## src/rtl/intr_pkg.sv

```systemverilog
package intr_pkg;
  // Vector width and vector locations
  localparam int VEC_W = 16;
  localparam logic [15:0] VEC_RESTART = 16'h0000;
  localparam logic [15:0] VEC_LINE_ONE = 16'h0002;
  localparam logic [15:0] VEC_LINE_TWO = 16'h0006;
  localparam logic [15:0] VEC_PARITY = 16'h0012;
  localparam logic [15:0] VEC_CLOCK = 16'h0018;
  localparam logic [15:0] VEC_SYNC = 16'h001A;
  localparam logic [15:0] VEC_POWER_DOWN = 16'h001C;
  localparam logic [15:0] VEC_CONSOLE_TRAP = 16'h001E;
  localparam logic [15:0] VEC_SER_WORD = 16'h0002;
  localparam logic [15:0] VEC_SER_EOB = 16'h0006;
  localparam logic [15:0] VEC_SER_WORD_ALT = 16'h0022;
  localparam logic [15:0] VEC_SER_EOB_ALT = 16'h0026;
  localparam logic [15:0] VEC_OFFSET = 16'h0100;
  // Acknowledge to address request delay and address request length
  localparam int CLK_MHZ = 25;
  localparam int ACK_TO_REQ_NS = 2000;
  localparam int ACK_TO_REQ_CYC = (ACK_TO_REQ_NS * CLK_MHZ) / 1000;
  localparam int REQ_LEN_NS = 750;
  localparam int REQ_LEN_CYC = (REQ_LEN_NS * CLK_MHZ) / 1000;
  localparam int CNT_W = 8;
  localparam logic [7:0] ACK_CNT = 8'(ACK_TO_REQ_CYC);
  localparam logic [7:0] REQ_CNT = 8'(REQ_LEN_CYC);
  // Avalon register map (word addresses)
  localparam logic [1:0] REG_CTRL = 2'h0;
  localparam logic [1:0] REG_STATUS = 2'h1;
  localparam logic [1:0] REG_VECTOR = 2'h2;
  localparam logic [1:0] REG_DONE = 2'h3;
  // Control bit positions
  localparam int CTRL_ENABLE = 0;
  localparam int CTRL_OFFSET = 1;
  localparam int CTRL_SER_ALT = 2;
  localparam int CTRL_FULL_DUPLEX = 3;
  localparam int CTRL_RESTART_OPT = 4;
  localparam int CTRL_AUTOLOAD = 5;
  localparam int CTRL_RUN = 6;
  // Source kinds reported with a vector
  typedef enum logic [3:0] {
    SRC_NONE, SRC_POWER_DOWN, SRC_RESTART, SRC_AUTOLOAD, SRC_TRAP, SRC_CONSOLE,
    SRC_PARITY, SRC_LINE_ONE, SRC_LINE_TWO, SRC_SYNC, SRC_CLOCK, SRC_SER_EOB,
    SRC_SER_WORD, SRC_CHAIN
  } source_e;
endpackage : intr_pkg

```

## src/rtl/intr_bus_if.sv

```systemverilog
// Shared I/O bus between processor interrupt logic and one chained peripheral
interface intr_bus_if;
  logic fixed_line_one;
  logic fixed_line_two;
  logic shared_chain_request;
  logic chain_priority_in;
  logic chain_priority_out;
  logic interrupt_acknowledge_line;
  logic address_request_strobe;
  logic [15:0] data_from_dev;
  logic data_from_dev_oe;
  logic mainline_sync;
  modport cpu (
    input fixed_line_one, fixed_line_two, shared_chain_request, chain_priority_out,
    input data_from_dev, data_from_dev_oe,
    output chain_priority_in, interrupt_acknowledge_line, address_request_strobe,
    output mainline_sync
  );
  modport dev (
    output fixed_line_one, fixed_line_two, shared_chain_request, chain_priority_out,
    output data_from_dev, data_from_dev_oe,
    input chain_priority_in, interrupt_acknowledge_line, address_request_strobe,
    input mainline_sync
  );
endinterface : intr_bus_if

```

## src/rtl/intr_vectoring.sv

```systemverilog
// Operation
// RULE1: Fixed order: power, console/trap, one, two, chain
// RULE2: Self-vector the four fixed lines
// RULE3: Line one to 0002, parity to 0012
// RULE4: Line two to 0006, no sharing
// RULE5: Chained winner supplies its own vector
// RULE6: Power-down vectors 001C, highest rank
// RULE7: Power return loads 0000, enters run; the code loads VEC_RESTART into vector but leaves CTRL_RUN as last written
// RULE8: Autoload starts at 0000 of ROM
// RULE9: Console in run, trap; both 001E
// RULE10: Parity on line one, below console
// RULE11: Clock 0018, sync 001A on chain
// RULE12: Serial word/end at 0002/0006, jumper 0022/0026
// RULE13: Full duplex gives four serial vectors
// RULE14: Offset jumper adds 100 to vectors
// RULE15: Restart location 0000 never offset
// RULE16: Synchronise only in main-line instruction
// RULE17: Claiming device drops downstream chain
// RULE18: Higher service drops chain priority
// RULE19: Trap>console, sync>clock, end>word, then slots
// RULE20: Power and console internal only
// RULE21: Recognise after current instruction completes
// RULE22: Address request about 2 us after acknowledge
// RULE23: Global enable gates line interrupts
// RULE24: Idle device passes chain through
//
// The placing of the registers and the Avalon-MM interface to the registers were left to the implementer.
module intr_vectoring
  import intr_pkg::*;
(
  // Clock and reset
  input wire logic sys_clk_i,
  input wire logic rst_i,
  // Avalon-MM slave
  input wire logic [1:0] avs_address_i,
  input wire logic avs_read_i,
  input wire logic avs_write_i,
  input wire logic [31:0] avs_writedata_i,
  output logic [31:0] avs_readdata_o,
  output logic avs_waitrequest_o,
  // Internal processor events
  input wire logic power_low_i,
  input wire logic console_switch_i,
  input wire logic trap_instruction_i,
  input wire logic parity_error_i,
  input wire logic clock_tick_i,
  input wire logic sync_tick_i,
  input wire logic ser_word_i,
  input wire logic ser_eob_i,
  input wire logic ser_word_alt_i,
  input wire logic ser_eob_alt_i,
  input wire logic instr_end_i,
  // Bus side
  intr_bus_if.cpu bus
);
  typedef enum logic [1:0] {IDLE, WAIT_REQ, ADDR_REQ, EXEC} phase_e;
  phase_e phase;
  logic [6:0] ctrl;
  logic [3:0] pend;
  logic [9:0] ev;
  logic [9:0] ev_s;
  logic [2:0] line_s;
  logic [15:0] vector;
  logic [15:0] next_vector;
  source_e source;
  source_e next_source;
  logic [7:0] cnt;
  logic restart_req;
  logic autoload_req;
  logic power_was_low;
  logic [3:0] int_pend;
  logic [5:0] ser_pend;
  logic done_req;
  logic rd_done;

  // Pins from other logic are synchronised
  pin_sync #(.W(10)) u_ev_sync (
    .sys_clk_i(sys_clk_i),
    .rst_i(rst_i),
    .d_i({power_low_i, console_switch_i, trap_instruction_i, parity_error_i,
          clock_tick_i, sync_tick_i, ser_word_i, ser_eob_i, ser_word_alt_i, ser_eob_alt_i}),
    .q_o(ev_s)
  );
  // Bus lines come from logic on this clock and need no synchroniser
  assign line_s = {bus.fixed_line_one, bus.fixed_line_two, bus.shared_chain_request};
  assign ev = ev_s;

  // Sticky internal requests; a new event wins over its clear
  // RULE20 internal-only sources
  always_ff @(posedge sys_clk_i) begin
    if (rst_i) begin
      int_pend <= '0;
      ser_pend <= '0;
      power_was_low <= 1'b0;
      restart_req <= 1'b0;
      autoload_req <= 1'b0;
    end else begin
      power_was_low <= ev[9];
      // RULE6 power-down request
      int_pend[3] <= (ev[9] && !power_was_low && ctrl[CTRL_RESTART_OPT])
                     || (int_pend[3] && !(phase == EXEC && source == SRC_POWER_DOWN));
      // RULE9 console in run
      int_pend[2] <= (ev[8] && ctrl[CTRL_RUN])
                     || (int_pend[2] && !(phase == EXEC && source == SRC_CONSOLE));
      int_pend[1] <= ev[7] || (int_pend[1] && !(phase == EXEC && source == SRC_TRAP));
      // RULE10 parity on line one
      int_pend[0] <= ev[6] || (int_pend[0] && !(phase == EXEC && source == SRC_PARITY));
      // RULE11 timer events
      ser_pend[5] <= ev[5] || (ser_pend[5] && !(phase == EXEC && source == SRC_CLOCK));
      ser_pend[4] <= ev[4] || (ser_pend[4] && !(phase == EXEC && source == SRC_SYNC));
      // RULE13 four serial events
      ser_pend[3] <= ev[3] || ev[1] || (ser_pend[3] && !(phase == EXEC && source == SRC_SER_WORD));
      ser_pend[2] <= ev[2] || ev[0] || (ser_pend[2] && !(phase == EXEC && source == SRC_SER_EOB));
      ser_pend[1] <= (ev[1] && ctrl[CTRL_FULL_DUPLEX])
                     || (ser_pend[1] && !(phase == EXEC && source == SRC_SER_WORD));
      ser_pend[0] <= (ev[0] && ctrl[CTRL_FULL_DUPLEX])
                     || (ser_pend[0] && !(phase == EXEC && source == SRC_SER_EOB));
      // RULE7 restart on power return
      // RULE8 autoload uses same path
      restart_req <= (!ev[9] && power_was_low && ctrl[CTRL_RESTART_OPT]) ? 1'b1
                     : (restart_req && !rd_done);
      autoload_req <= (!ev[9] && power_was_low && ctrl[CTRL_AUTOLOAD]) ? 1'b1
                      : (autoload_req && !rd_done);
    end
  end
  assign pend = {int_pend[3], int_pend[2] || int_pend[1], int_pend[0] || line_s[2], line_s[1]};

  // Priority select and vector
  always_comb begin
    next_source = SRC_NONE;
    next_vector = '0;
    // RULE1 fixed order
    // RULE19 sub-order
    // RULE23 enable gates lines
    if (int_pend[3]) begin
      next_source = SRC_POWER_DOWN;
      next_vector = VEC_POWER_DOWN;
    end else if (int_pend[1] && ctrl[CTRL_ENABLE]) begin
      next_source = SRC_TRAP;
      next_vector = VEC_CONSOLE_TRAP;
    end else if (int_pend[2] && ctrl[CTRL_ENABLE]) begin
      next_source = SRC_CONSOLE;
      next_vector = VEC_CONSOLE_TRAP;
    end else if (int_pend[0] && ctrl[CTRL_ENABLE]) begin
      // RULE3 parity forces 0012
      next_source = SRC_PARITY;
      next_vector = VEC_PARITY;
    end else if (line_s[2] && ctrl[CTRL_ENABLE]) begin
      // RULE2 self-vectored
      next_source = SRC_LINE_ONE;
      next_vector = VEC_LINE_ONE;
    end else if (line_s[1] && ctrl[CTRL_ENABLE]) begin
      // RULE4 line two
      next_source = SRC_LINE_TWO;
      next_vector = VEC_LINE_TWO;
    end else if (ser_pend[4] && ctrl[CTRL_ENABLE]) begin
      next_source = SRC_SYNC;
      next_vector = VEC_SYNC;
    end else if (ser_pend[5] && ctrl[CTRL_ENABLE]) begin
      next_source = SRC_CLOCK;
      next_vector = VEC_CLOCK;
    end else if (ser_pend[2] && ctrl[CTRL_ENABLE]) begin
      // RULE12 jumper displaces serial
      next_source = SRC_SER_EOB;
      next_vector = (ctrl[CTRL_SER_ALT] || ser_pend[0]) ? VEC_SER_EOB_ALT : VEC_SER_EOB;
    end else if (ser_pend[3] && ctrl[CTRL_ENABLE]) begin
      next_source = SRC_SER_WORD;
      next_vector = (ctrl[CTRL_SER_ALT] || ser_pend[1]) ? VEC_SER_WORD_ALT : VEC_SER_WORD;
    end else if (line_s[0] && ctrl[CTRL_ENABLE]) begin
      next_source = SRC_CHAIN;
      next_vector = '0;
    end
    // RULE14 offset jumper
    if (ctrl[CTRL_OFFSET] && next_source != SRC_CHAIN) begin
      next_vector = next_vector + VEC_OFFSET;
    end
  end

  // Interrupt sequence
  // RULE16 sync at main-line end
  // RULE21 after instruction completes
  always_ff @(posedge sys_clk_i) begin
    if (rst_i) begin
      phase <= IDLE;
      cnt <= '0;
      source <= SRC_NONE;
      vector <= '0;
      bus.interrupt_acknowledge_line <= 1'b0;
      bus.address_request_strobe <= 1'b0;
    end else begin
      unique case (phase)
        IDLE: begin
          if (instr_end_i && next_source != SRC_NONE) begin
            phase <= WAIT_REQ;
            source <= next_source;
            vector <= next_vector;
            cnt <= ACK_CNT;
            bus.interrupt_acknowledge_line <= 1'b1;
          end else if (restart_req || autoload_req) begin
            // RULE15 restart location not offset
            vector <= VEC_RESTART;
          end
        end
        WAIT_REQ: begin
          // RULE22 request after 2 us
          cnt <= cnt - 8'h01;
          if (cnt == 8'h01) begin
            phase <= ADDR_REQ;
            cnt <= REQ_CNT;
            bus.address_request_strobe <= 1'b1;
          end
        end
        ADDR_REQ: begin
          cnt <= cnt - 8'h01;
          if (cnt == 8'h01) begin
            phase <= EXEC;
            bus.address_request_strobe <= 1'b0;
            if (source == SRC_CHAIN && bus.data_from_dev_oe) begin
              vector <= bus.data_from_dev;
            end
          end
        end
        EXEC: begin
          if (instr_end_i) begin
            phase <= IDLE;
            bus.interrupt_acknowledge_line <= 1'b0;
          end
        end
      endcase
    end
  end

  // RULE18 drop chain while higher served
  always_ff @(posedge sys_clk_i) begin
    if (rst_i) begin
      bus.chain_priority_in <= 1'b0;
      bus.mainline_sync <= 1'b0;
    end else begin
      bus.chain_priority_in <= !(phase != IDLE && source != SRC_CHAIN) && !(|pend);
      bus.mainline_sync <= phase == IDLE && instr_end_i && next_source == SRC_CHAIN;
    end
  end

  // Avalon slave, one wait cycle; a write lands as waitrequest is seen low
  always_ff @(posedge sys_clk_i) begin
    if (rst_i) begin
      ctrl <= '0;
      avs_readdata_o <= '0;
      avs_waitrequest_o <= 1'b1;
      done_req <= 1'b0;
    end else begin
      avs_waitrequest_o <= !((avs_read_i || avs_write_i) && avs_waitrequest_o);
      done_req <= 1'b0;
      if (avs_write_i && !avs_waitrequest_o && avs_address_i == REG_CTRL) begin
        ctrl <= avs_writedata_i[6:0];
      end
      if (avs_write_i && !avs_waitrequest_o && avs_address_i == REG_DONE) begin
        done_req <= 1'b1;
      end
      unique case (avs_address_i)
        REG_CTRL: avs_readdata_o <= {25'h0, ctrl};
        REG_STATUS: avs_readdata_o <= {20'h0, autoload_req, restart_req, phase, source, pend};
        REG_VECTOR: avs_readdata_o <= {16'h0, vector};
        REG_DONE: avs_readdata_o <= {26'h0, ser_pend};
      endcase
    end
  end
  assign rd_done = done_req;
endmodule : intr_vectoring

```

## src/rtl/pin_sync.sv

```systemverilog
// Two-stage synchroniser, one per bit
module pin_sync #(
  parameter int W = 1
) (
  input wire logic sys_clk_i,
  input wire logic rst_i,
  input wire logic [W-1:0] d_i,
  output logic [W-1:0] q_o
);
  logic [W-1:0] meta;
  // First stage feeds only the second
  always_ff @(posedge sys_clk_i) begin
    if (rst_i) begin
      meta <= '0;
      q_o <= '0;
    end else begin
      meta <= d_i;
      q_o <= meta;
    end
  end
endmodule : pin_sync

```

## src/flat_wrapper.sv

```systemverilog
// flat-port wrapper written by rule: the top's interface ports become plain ports
module intr_vectoring_flat import intr_pkg::*;
  (sys_clk_i, rst_i, avs_address_i, avs_read_i, avs_write_i, avs_writedata_i, avs_readdata_o, avs_waitrequest_o, power_low_i, console_switch_i, trap_instruction_i, parity_error_i, clock_tick_i, sync_tick_i, ser_word_i, ser_eob_i, ser_word_alt_i, ser_eob_alt_i, instr_end_i, bus_fixed_line_one, bus_fixed_line_two, bus_shared_chain_request, bus_chain_priority_out, bus_data_from_dev, bus_data_from_dev_oe, bus_chain_priority_in, bus_interrupt_acknowledge_line, bus_address_request_strobe, bus_mainline_sync);
  intr_bus_if bus_i ();
  input wire logic sys_clk_i;
  input wire logic rst_i;
  input wire logic [1:0] avs_address_i;
  input wire logic avs_read_i;
  input wire logic avs_write_i;
  input wire logic [31:0] avs_writedata_i;
  output logic [31:0] avs_readdata_o;
  output logic avs_waitrequest_o;
  input wire logic power_low_i;
  input wire logic console_switch_i;
  input wire logic trap_instruction_i;
  input wire logic parity_error_i;
  input wire logic clock_tick_i;
  input wire logic sync_tick_i;
  input wire logic ser_word_i;
  input wire logic ser_eob_i;
  input wire logic ser_word_alt_i;
  input wire logic ser_eob_alt_i;
  input wire logic instr_end_i;
  input wire logic [$bits(bus_i.fixed_line_one)-1:0] bus_fixed_line_one;
  input wire logic [$bits(bus_i.fixed_line_two)-1:0] bus_fixed_line_two;
  input wire logic [$bits(bus_i.shared_chain_request)-1:0] bus_shared_chain_request;
  input wire logic [$bits(bus_i.chain_priority_out)-1:0] bus_chain_priority_out;
  input wire logic [$bits(bus_i.data_from_dev)-1:0] bus_data_from_dev;
  input wire logic [$bits(bus_i.data_from_dev_oe)-1:0] bus_data_from_dev_oe;
  output wire logic [$bits(bus_i.chain_priority_in)-1:0] bus_chain_priority_in;
  output wire logic [$bits(bus_i.interrupt_acknowledge_line)-1:0] bus_interrupt_acknowledge_line;
  output wire logic [$bits(bus_i.address_request_strobe)-1:0] bus_address_request_strobe;
  output wire logic [$bits(bus_i.mainline_sync)-1:0] bus_mainline_sync;
  assign bus_i.fixed_line_one = bus_fixed_line_one;
  assign bus_i.fixed_line_two = bus_fixed_line_two;
  assign bus_i.shared_chain_request = bus_shared_chain_request;
  assign bus_i.chain_priority_out = bus_chain_priority_out;
  assign bus_i.data_from_dev = bus_data_from_dev;
  assign bus_i.data_from_dev_oe = bus_data_from_dev_oe;
  assign bus_chain_priority_in = bus_i.chain_priority_in;
  assign bus_interrupt_acknowledge_line = bus_i.interrupt_acknowledge_line;
  assign bus_address_request_strobe = bus_i.address_request_strobe;
  assign bus_mainline_sync = bus_i.mainline_sync;
  intr_vectoring u_core (.sys_clk_i(sys_clk_i), .rst_i(rst_i), .avs_address_i(avs_address_i), .avs_read_i(avs_read_i), .avs_write_i(avs_write_i), .avs_writedata_i(avs_writedata_i), .avs_readdata_o(avs_readdata_o), .avs_waitrequest_o(avs_waitrequest_o), .power_low_i(power_low_i), .console_switch_i(console_switch_i), .trap_instruction_i(trap_instruction_i), .parity_error_i(parity_error_i), .clock_tick_i(clock_tick_i), .sync_tick_i(sync_tick_i), .ser_word_i(ser_word_i), .ser_eob_i(ser_eob_i), .ser_word_alt_i(ser_word_alt_i), .ser_eob_alt_i(ser_eob_alt_i), .instr_end_i(instr_end_i), .bus(bus_i));
endmodule
```

## config.mk

```make
export PLATFORM = sky130hd
export DESIGN_NAME = intr_vectoring_flat
export DESIGN_NICKNAME = d
export VERILOG_FILES = /design/src/rtl/intr_pkg.sv /design/src/rtl/intr_bus_if.sv /design/src/rtl/intr_vectoring.sv /design/src/rtl/pin_sync.sv /design/src/flat_wrapper.sv
export SDC_FILE = /design/constraint.sdc
export NUM_CORES = 1
export LEC_CHECK = 0
export BUFFER_PORTS_ARGS = -buffer_cell sky130_fd_sc_hd__buf_2
export CAP_MARGIN = 20
export CORE_MARGIN = 2
export CORE_UTILIZATION = 25
export CTS_CLUSTER_SIZE = 20
export DETAILED_ROUTE_END_ITERATION = 7
export HOLD_SLACK_MARGIN = 0.05
export MAX_ROUTING_LAYER = met4
export PLACE_DENSITY = 0.54
export SYNTH_ARGS = -nofsm -noshare
export SYNTH_HDL_FRONTEND = slang
export SYNTH_SLANG_ARGS = --single-unit
export TNS_END_PERCENT = 5
```

## constraint.sdc

```tcl
create_clock -name sys_clk_i -period 3.2 [get_ports sys_clk_i]
set_input_delay 0.16 -clock sys_clk_i [delete_from_list [all_inputs] [get_ports sys_clk_i]]
set_output_delay 0.16 -clock sys_clk_i [all_outputs]
set_load 0.02 [all_outputs]
```

# Word level (Yosys, flattened, before mapping)
# Index checks and enable logic that the tools add are counted.
totals:
  reg_bits: 108
  input_bits: 70
  output_inout_bits: 37
  word_cells: 190
op_classes:
  mux: 47
  n_reduce_logical: 97
  addsub: 2
  n_eq_ne: 25
op_table:
  columns: ["cell", "count"]
  rows:
  - ["16-bit two-way mux", 15]
  - ["32-bit case mux with 4 select lines", 1]
  - ["1-bit logical AND", 49]
  - ["4-bit two-way mux", 11]
  - ["16-bit case mux with 2 select lines", 1]
  - ["4-bit == test, second input constant", 6]
  - ["8-bit case mux with 3 select lines", 1]
  - ["1-bit logical OR", 18]
  - ["16-bit by 9-bit adder with 16-bit output, second input constant", 1]
  - ["8-bit two-way mux", 2]
  - ["1-bit zero test", 15]
  - ["4-bit by 3-bit == test with 1-bit output, second input constant", 3]
  - ["6-bit two-way mux", 2]
  - ["2-bit == test, second input constant", 4]
  - ["8-bit by 1-bit == test with 1-bit output, second input constant", 1]
  - ["2-bit two-way mux", 4]
  - ["2-bit by 1-bit inequality test with 1-bit output, second input constant", 4]
  - ["4-bit inequality test, second input constant", 2]
  - ["2-bit case mux with 4 select lines", 1]
  - ["4-bit AND reduction", 2]
  - ["2-bit nonzero test", 4]
  - ["8-bit by 1-bit subtractor with 8-bit output, second input constant", 1]
  - ["1-bit two-way mux", 7]
  - ["3-bit AND reduction", 2]
  - ["other kinds (10)", 14]

# Depth between registers and ports, before layout
logic_depth:
  ltp_word: 17
  ltp_mapped: 9
  mapped_depth_nobuf: 7

# Cells and area by module
# Synthesis repeated with hierarchy kept, for this count alone.
hier_totals:
  hier_cells: 467
  area_unflattened_um2: 4276.6
by_module_without_submodules:
  columns: ["module", "area_each_um2", "instances", "cells_each", "seq_area_each_um2"]
  rows:
  - ["intr_vectoring", 3658.5, 1, 425, 1441.4]
  - ["pin_sync", 618.1, 1, 42, 400.4]

# Worst setup path before layout
# OpenSTA, ideal clock, no wires.
synth_path:
  path_type: "reg-to-reg"
  from: "register u_core.cnt[1]"
  to: "register u_core.vector[10]"
  setup_ns: 0.072
  setup_slack_ns: 1.219
  n_path_buf: 2
  period_less_slack_ns: 1.981
  t_arrival_ns: 1.910
  t_required_ns: 3.128
  path_stages_with_launch: 10
  path_cell_list: "dfxtp_1 inv_1 ha_1 or3b_2 nand4bb_1 nand2_4 o21a_1 buf_6 buf_12 mux2i_1"
synth_via:
  elab_chain_cells: 3
synth_lines:
  columns: ["element", "line", "rtl"]
  rows:
  - ["from (decl)", "intr_vectoring.sv:67", "logic [7:0] cnt;"]
  - ["from (signal assigned)", "intr_vectoring.sv:206", "cnt <= cnt - 8'h01;"]
  - ["from (signal assigned)", "intr_vectoring.sv:214", "cnt <= cnt - 8'h01;"]
  - ["8-bit by 1-bit == test with 1-bit output", "intr_vectoring.sv:215", "if (cnt == 8'h01) begin"]
  - ["2-bit by 1-bit inequality test with 1-bit output (no line)", null, null]
  - ["4-bit AND reduction (no line)", null, null]
  - ["to (signal assigned)", "intr_vectoring.sv:196", "vector <= next_vector;"]
  - ["to (signal assigned)", "intr_vectoring.sv:219", "vector <= bus.data_from_dev;"]
  - ["to (decl)", "intr_vectoring.sv:63", "logic [15:0] vector;"]
# Every way passes these cells.
# A chain may end at the register's enable or synchronous reset.

# Final worst setup path
layout_path:
  from: "register u_core.ser_pend[5]"
  to: "register u_core.vector[0]"
layout_via:
  elab_chain_cells: 14
  elab_cells_between_ends: 27
  classes_between: "add/sub (1); eq/ne (2); mux (19); reduce/logical (5)"
layout_lines:
  columns: ["element", "line", "rtl"]
  rows:
  - ["from (decl)", "intr_vectoring.sv:72", "logic [5:0] ser_pend;"]
  - ["from (signal assigned)", "intr_vectoring.sv:109", "ser_pend[5] <= ev[5] || (ser_pend[5] && !(phase == EXEC && source == SRC_CLOCK));"]
  - ["1-bit logical AND *", "intr_vectoring.sv:159", "end else if (ser_pend[5] && ctrl[CTRL_ENABLE]) begin"]
  - ["branches (longest 13 deep; another with 16-bit by 9-bit adder with 16-bit output)", null, null]
# Every way passes the cells marked *.

==> run metrics <==
CTS resizes 0; layout cells sized above 1 20.07%; drt first pass iters 4; Crit path largest cell delay ~460 ps; Pint slightly below 2 mW; Setup CP Type flip-flop to flip-flop; R2R cell count 6; hold path depth 3; final count of negative-setup-slack endpoints 0; final cell count without fillers 768; slew margin rel. 30.89%; Syn Inst Count between 400 and 500; Layout Utilization 30.49%; Post-Place Cell Area between 4000 and 5000 um^2; setup TNS 0 ps; CP Capture Type flip-flop; Fmax ~0.40 GHz; Worst-path clk slew ~70 ps; H-tree depth 3; Ports roughly 110; Initial Utilization 25.47%; worst hold endpoint u_core.done_req; CTS tree yes; CP required between 3000 and 4000 ps; grt total ovfl 0; Min Hold Slack about 83 ps; initial antenna violation count 0; slack of the critical path just over 700 ps; Fin. Hold Viols 0; Final Cycle Share a little under 80%; final slew viol count 0; largest net degree at the start of global routing 66; DR vias between 3000 and 4000; Design Area, Final approximately 5300 um^2; clock power share between 30% and 40%; CP Data Arrival Time 2770 ps; Total Wirelength roughly 11 mm; Yosys reg bits a little over 90; Sink Count just over 90; Root Buffer clkbuf_16; Die Y-Extent roughly 140 um; setup repair after global routing missed its margin false; Vias/cell approximately 4.6; hold crit path type input pin to flip-flop; maximum vdd drop 0.0002800 V; total power ~2.7 mW; worst-margin pin slew 1034 ps; clock skew about 8.6 ps; Sequential Power Share 45.4%; Area Growth Syn to Fin 19.69%; Register-to-Register Setup Slack between 700 and 800 ps; DRC violations left 0; PortBufs 64; Initial DRC Count between 150 and 200; RR Endpoint u_core.vector[0]; RD Place Congestion roughly 0.84; Pwr Density between 500 and 600 nW/um^2; DP Cell Count roughly 730; sequential-to-total area share from yosys stat a little over two fifths; gr usage total 12.95%; status finished clean; switching share of power between 20 and 30%; Mean Syn Cell Area ~9.4 um^2; synth warn 0; Placement Setup Slack roughly 750 ps; Unique masters post-synth 78; Post-synth top flop dfxtp_1; cts bufs inserted 9; Clock Latency Late Sink roughly 350 ps; DP HPWL roughly 8.3 mm; NetSw roughly 0.77 mW; number of global-route vias before repair roughly 3400; Cell Area, Synth approximately 4400 um^2; Leakage between 2 and 2.5 nW; number of enable flip-flop cells after synthesis 0; Cell Rows 48; nets just over 600; CP max-delay cell or3_4; ANT cells 0; Wirelength per Cell approximately 15 um; total die area between 15000 and 20000 um^2; Longest Clk Path Bufs 2; Critical Path Source Type flip-flop; Fillers approximately 1800; post-route antenna net violation count 0; max_cap viols 0; Reg2Reg Launch Point u_core.ser_pend[5]; ys async rst share 0%; first-pass GRT wire length ~18 mm; Critical Path, Cell by Cell or3_4 -> o211ai_4 -> o221a_4 -> o21a_1 -> buf_4 -> mux2i_1; core footprint about 17000 um^2; Final Critical Period roughly 2500 ps; crit-path max FO 13; combinational power share around 17%; die width 136.5 um; Hold Crit Start avs_write_i
how the worst max path moves through the flow:
stage,startpoint,to
global route,u_core.phase[0],u_core.vector[0]
finish,u_core.ser_pend[5],u_core.vector[0]
global placement,u_core.cnt[1],u_core.vector[14]
detailed placement,u_core.cnt[1],u_core.vector[0]
CTS,u_core.cnt[1],u_core.vector[0]
floorplan,u_core.cnt[1],u_core.vector[10]
metal layers:
layer / track usage (%) / share of wire, % / vias to the layer above / wire, um
met1: 17.00 / 48 / 1690 / 5459
li1: - / - / 1774 / -
met3: 2.963 / 4.8 / 15 / 545
met5: - / 0 / - / 0
met2: 19.44 / 45 / 80 / 5105
met4: 4.745 / 1.8 / 0 / 199
flip-flops by register name, indices dropped and copies added (netlist names), 2 cells and up:
signal / cells
u_core.avs_readdata_o: 16
u_core.cnt: 8
u_core.ctrl: 7
u_core.int_pend: 4
u_core.phase: 2
u_core.ser_pend: 6
u_core.source: 4
u_core.u_ev_sync.meta: 10
u_core.u_ev_sync.q_o: 10
u_core.vector: 16
cell usage in the layout (no fill, tap or decap), types with 4 or more instances in the layout:
master / count
a211oi_1: 6
a21oi_1: 21
a22oi_1: 10
a31oi_1: 7
and2_1: 7
and3_1: 4
buf_2: 64
buf_4: 4
clkbuf_16: 9
conb_1: 16
dfxtp_1: 92
dlygate4sd3_1: 19
ha_1: 6
inv_1: 17
mux2i_1: 19
mux4_2: 4
nand2_1: 36
nand2b_1: 7
nand3_1: 18
nand3b_1: 4
nor2_1: 48
nor2b_1: 30
nor4_1: 5
o2111ai_1: 5
o21ai_0: 9
or3_1: 4
area by class of cell:
| type | count | area [um^2] | share of cell area [%] |
|---|---|---|---|
| multi-input cells | 331 | 2241 | 42.64 |
| repair buffers | 87 | 540.5 | 10.29 |
| clock buffers | 12 | 256.5 | 4.881 |
| well taps | 225 | 281.5 | 5.357 |
| inverters | 17 | 63.81 | 1.214 |
| clock inverters | 4 | 30.03 | 0.5714 |
| flip-flops and latches | 92 | 1842 | 35.05 |
cells by family (layout without fill, tap and decap cells):
| logic type | after synthesis | in the layout | share of synthesized area [%] |
|---|---|---|---|
| adder cells (fa/ha/maj) | 6 | 6 | 1.710 |
| XOR/XNOR | 2 | 2 | 0.3990 |
| other | 1 | 16 | 0.08541 |
| AND/OR/NAND/NOR | 187 | 187 | 23.03 |
| multiplexers | 25 | 25 | 7.239 |
| buffers and inverters | 60 | 120 | 8.435 |
| flip-flops | 92 | 92 | 41.95 |
| AO/OA/AOI/OAI | 95 | 95 | 17.16 |
what timing repair did:
action,4_1_cts,5_1_grt
hold buffers,19,0
endpoints found under the hold margin,18,0
setup buffers,0,0
synth_stat cells, drive strengths merged (5+ instances only):
cell type | count | area share (%)
a211oi | 6 | 1.0
a21oi | 21 | 2.4
a22oi | 11 | 2.0
a31oi | 7 | 1.0
and2 | 7 | 1.0
buf | 26 | 4.9
clkbuf | 14 | 1.4
dfxtp | 92 | 42
ha | 6 | 1.7
inv | 17 | 1.5
mux2i | 19 | 4.3
mux4 | 5 | 2.7
nand2 | 37 | 3.3
nand2b | 7 | 1.0
nand3 | 18 | 2.1
nor2 | 49 | 4.4
nor2b | 30 | 4.3
nor4 | 7 | 1.5
o2111ai | 6 | 1.6
o21ai | 10 | 1.2
or3 | 6 | 1.0
power by group through the flow:
stage,clock network (mW),registers (mW),logic [mW]
after detailed placement,0,1.27,0.451
after CTS,1.06,1.25,0.471
after floorplan,0,1.26,0.384
after global placement,0,1.27,0.442
final,1.03,1.25,0.469
after global routing,1.10,1.25,0.513
critical path, delay by kind of cell, from the launching register on:
family | cells | cell delay (ps)
mux | 1 | 230
simple gates | 1 | 460
buf+inv | 1 | 300
flops | 1 | 420
compound gates | 3 | 1010
(Power assumes the default switching activity.)
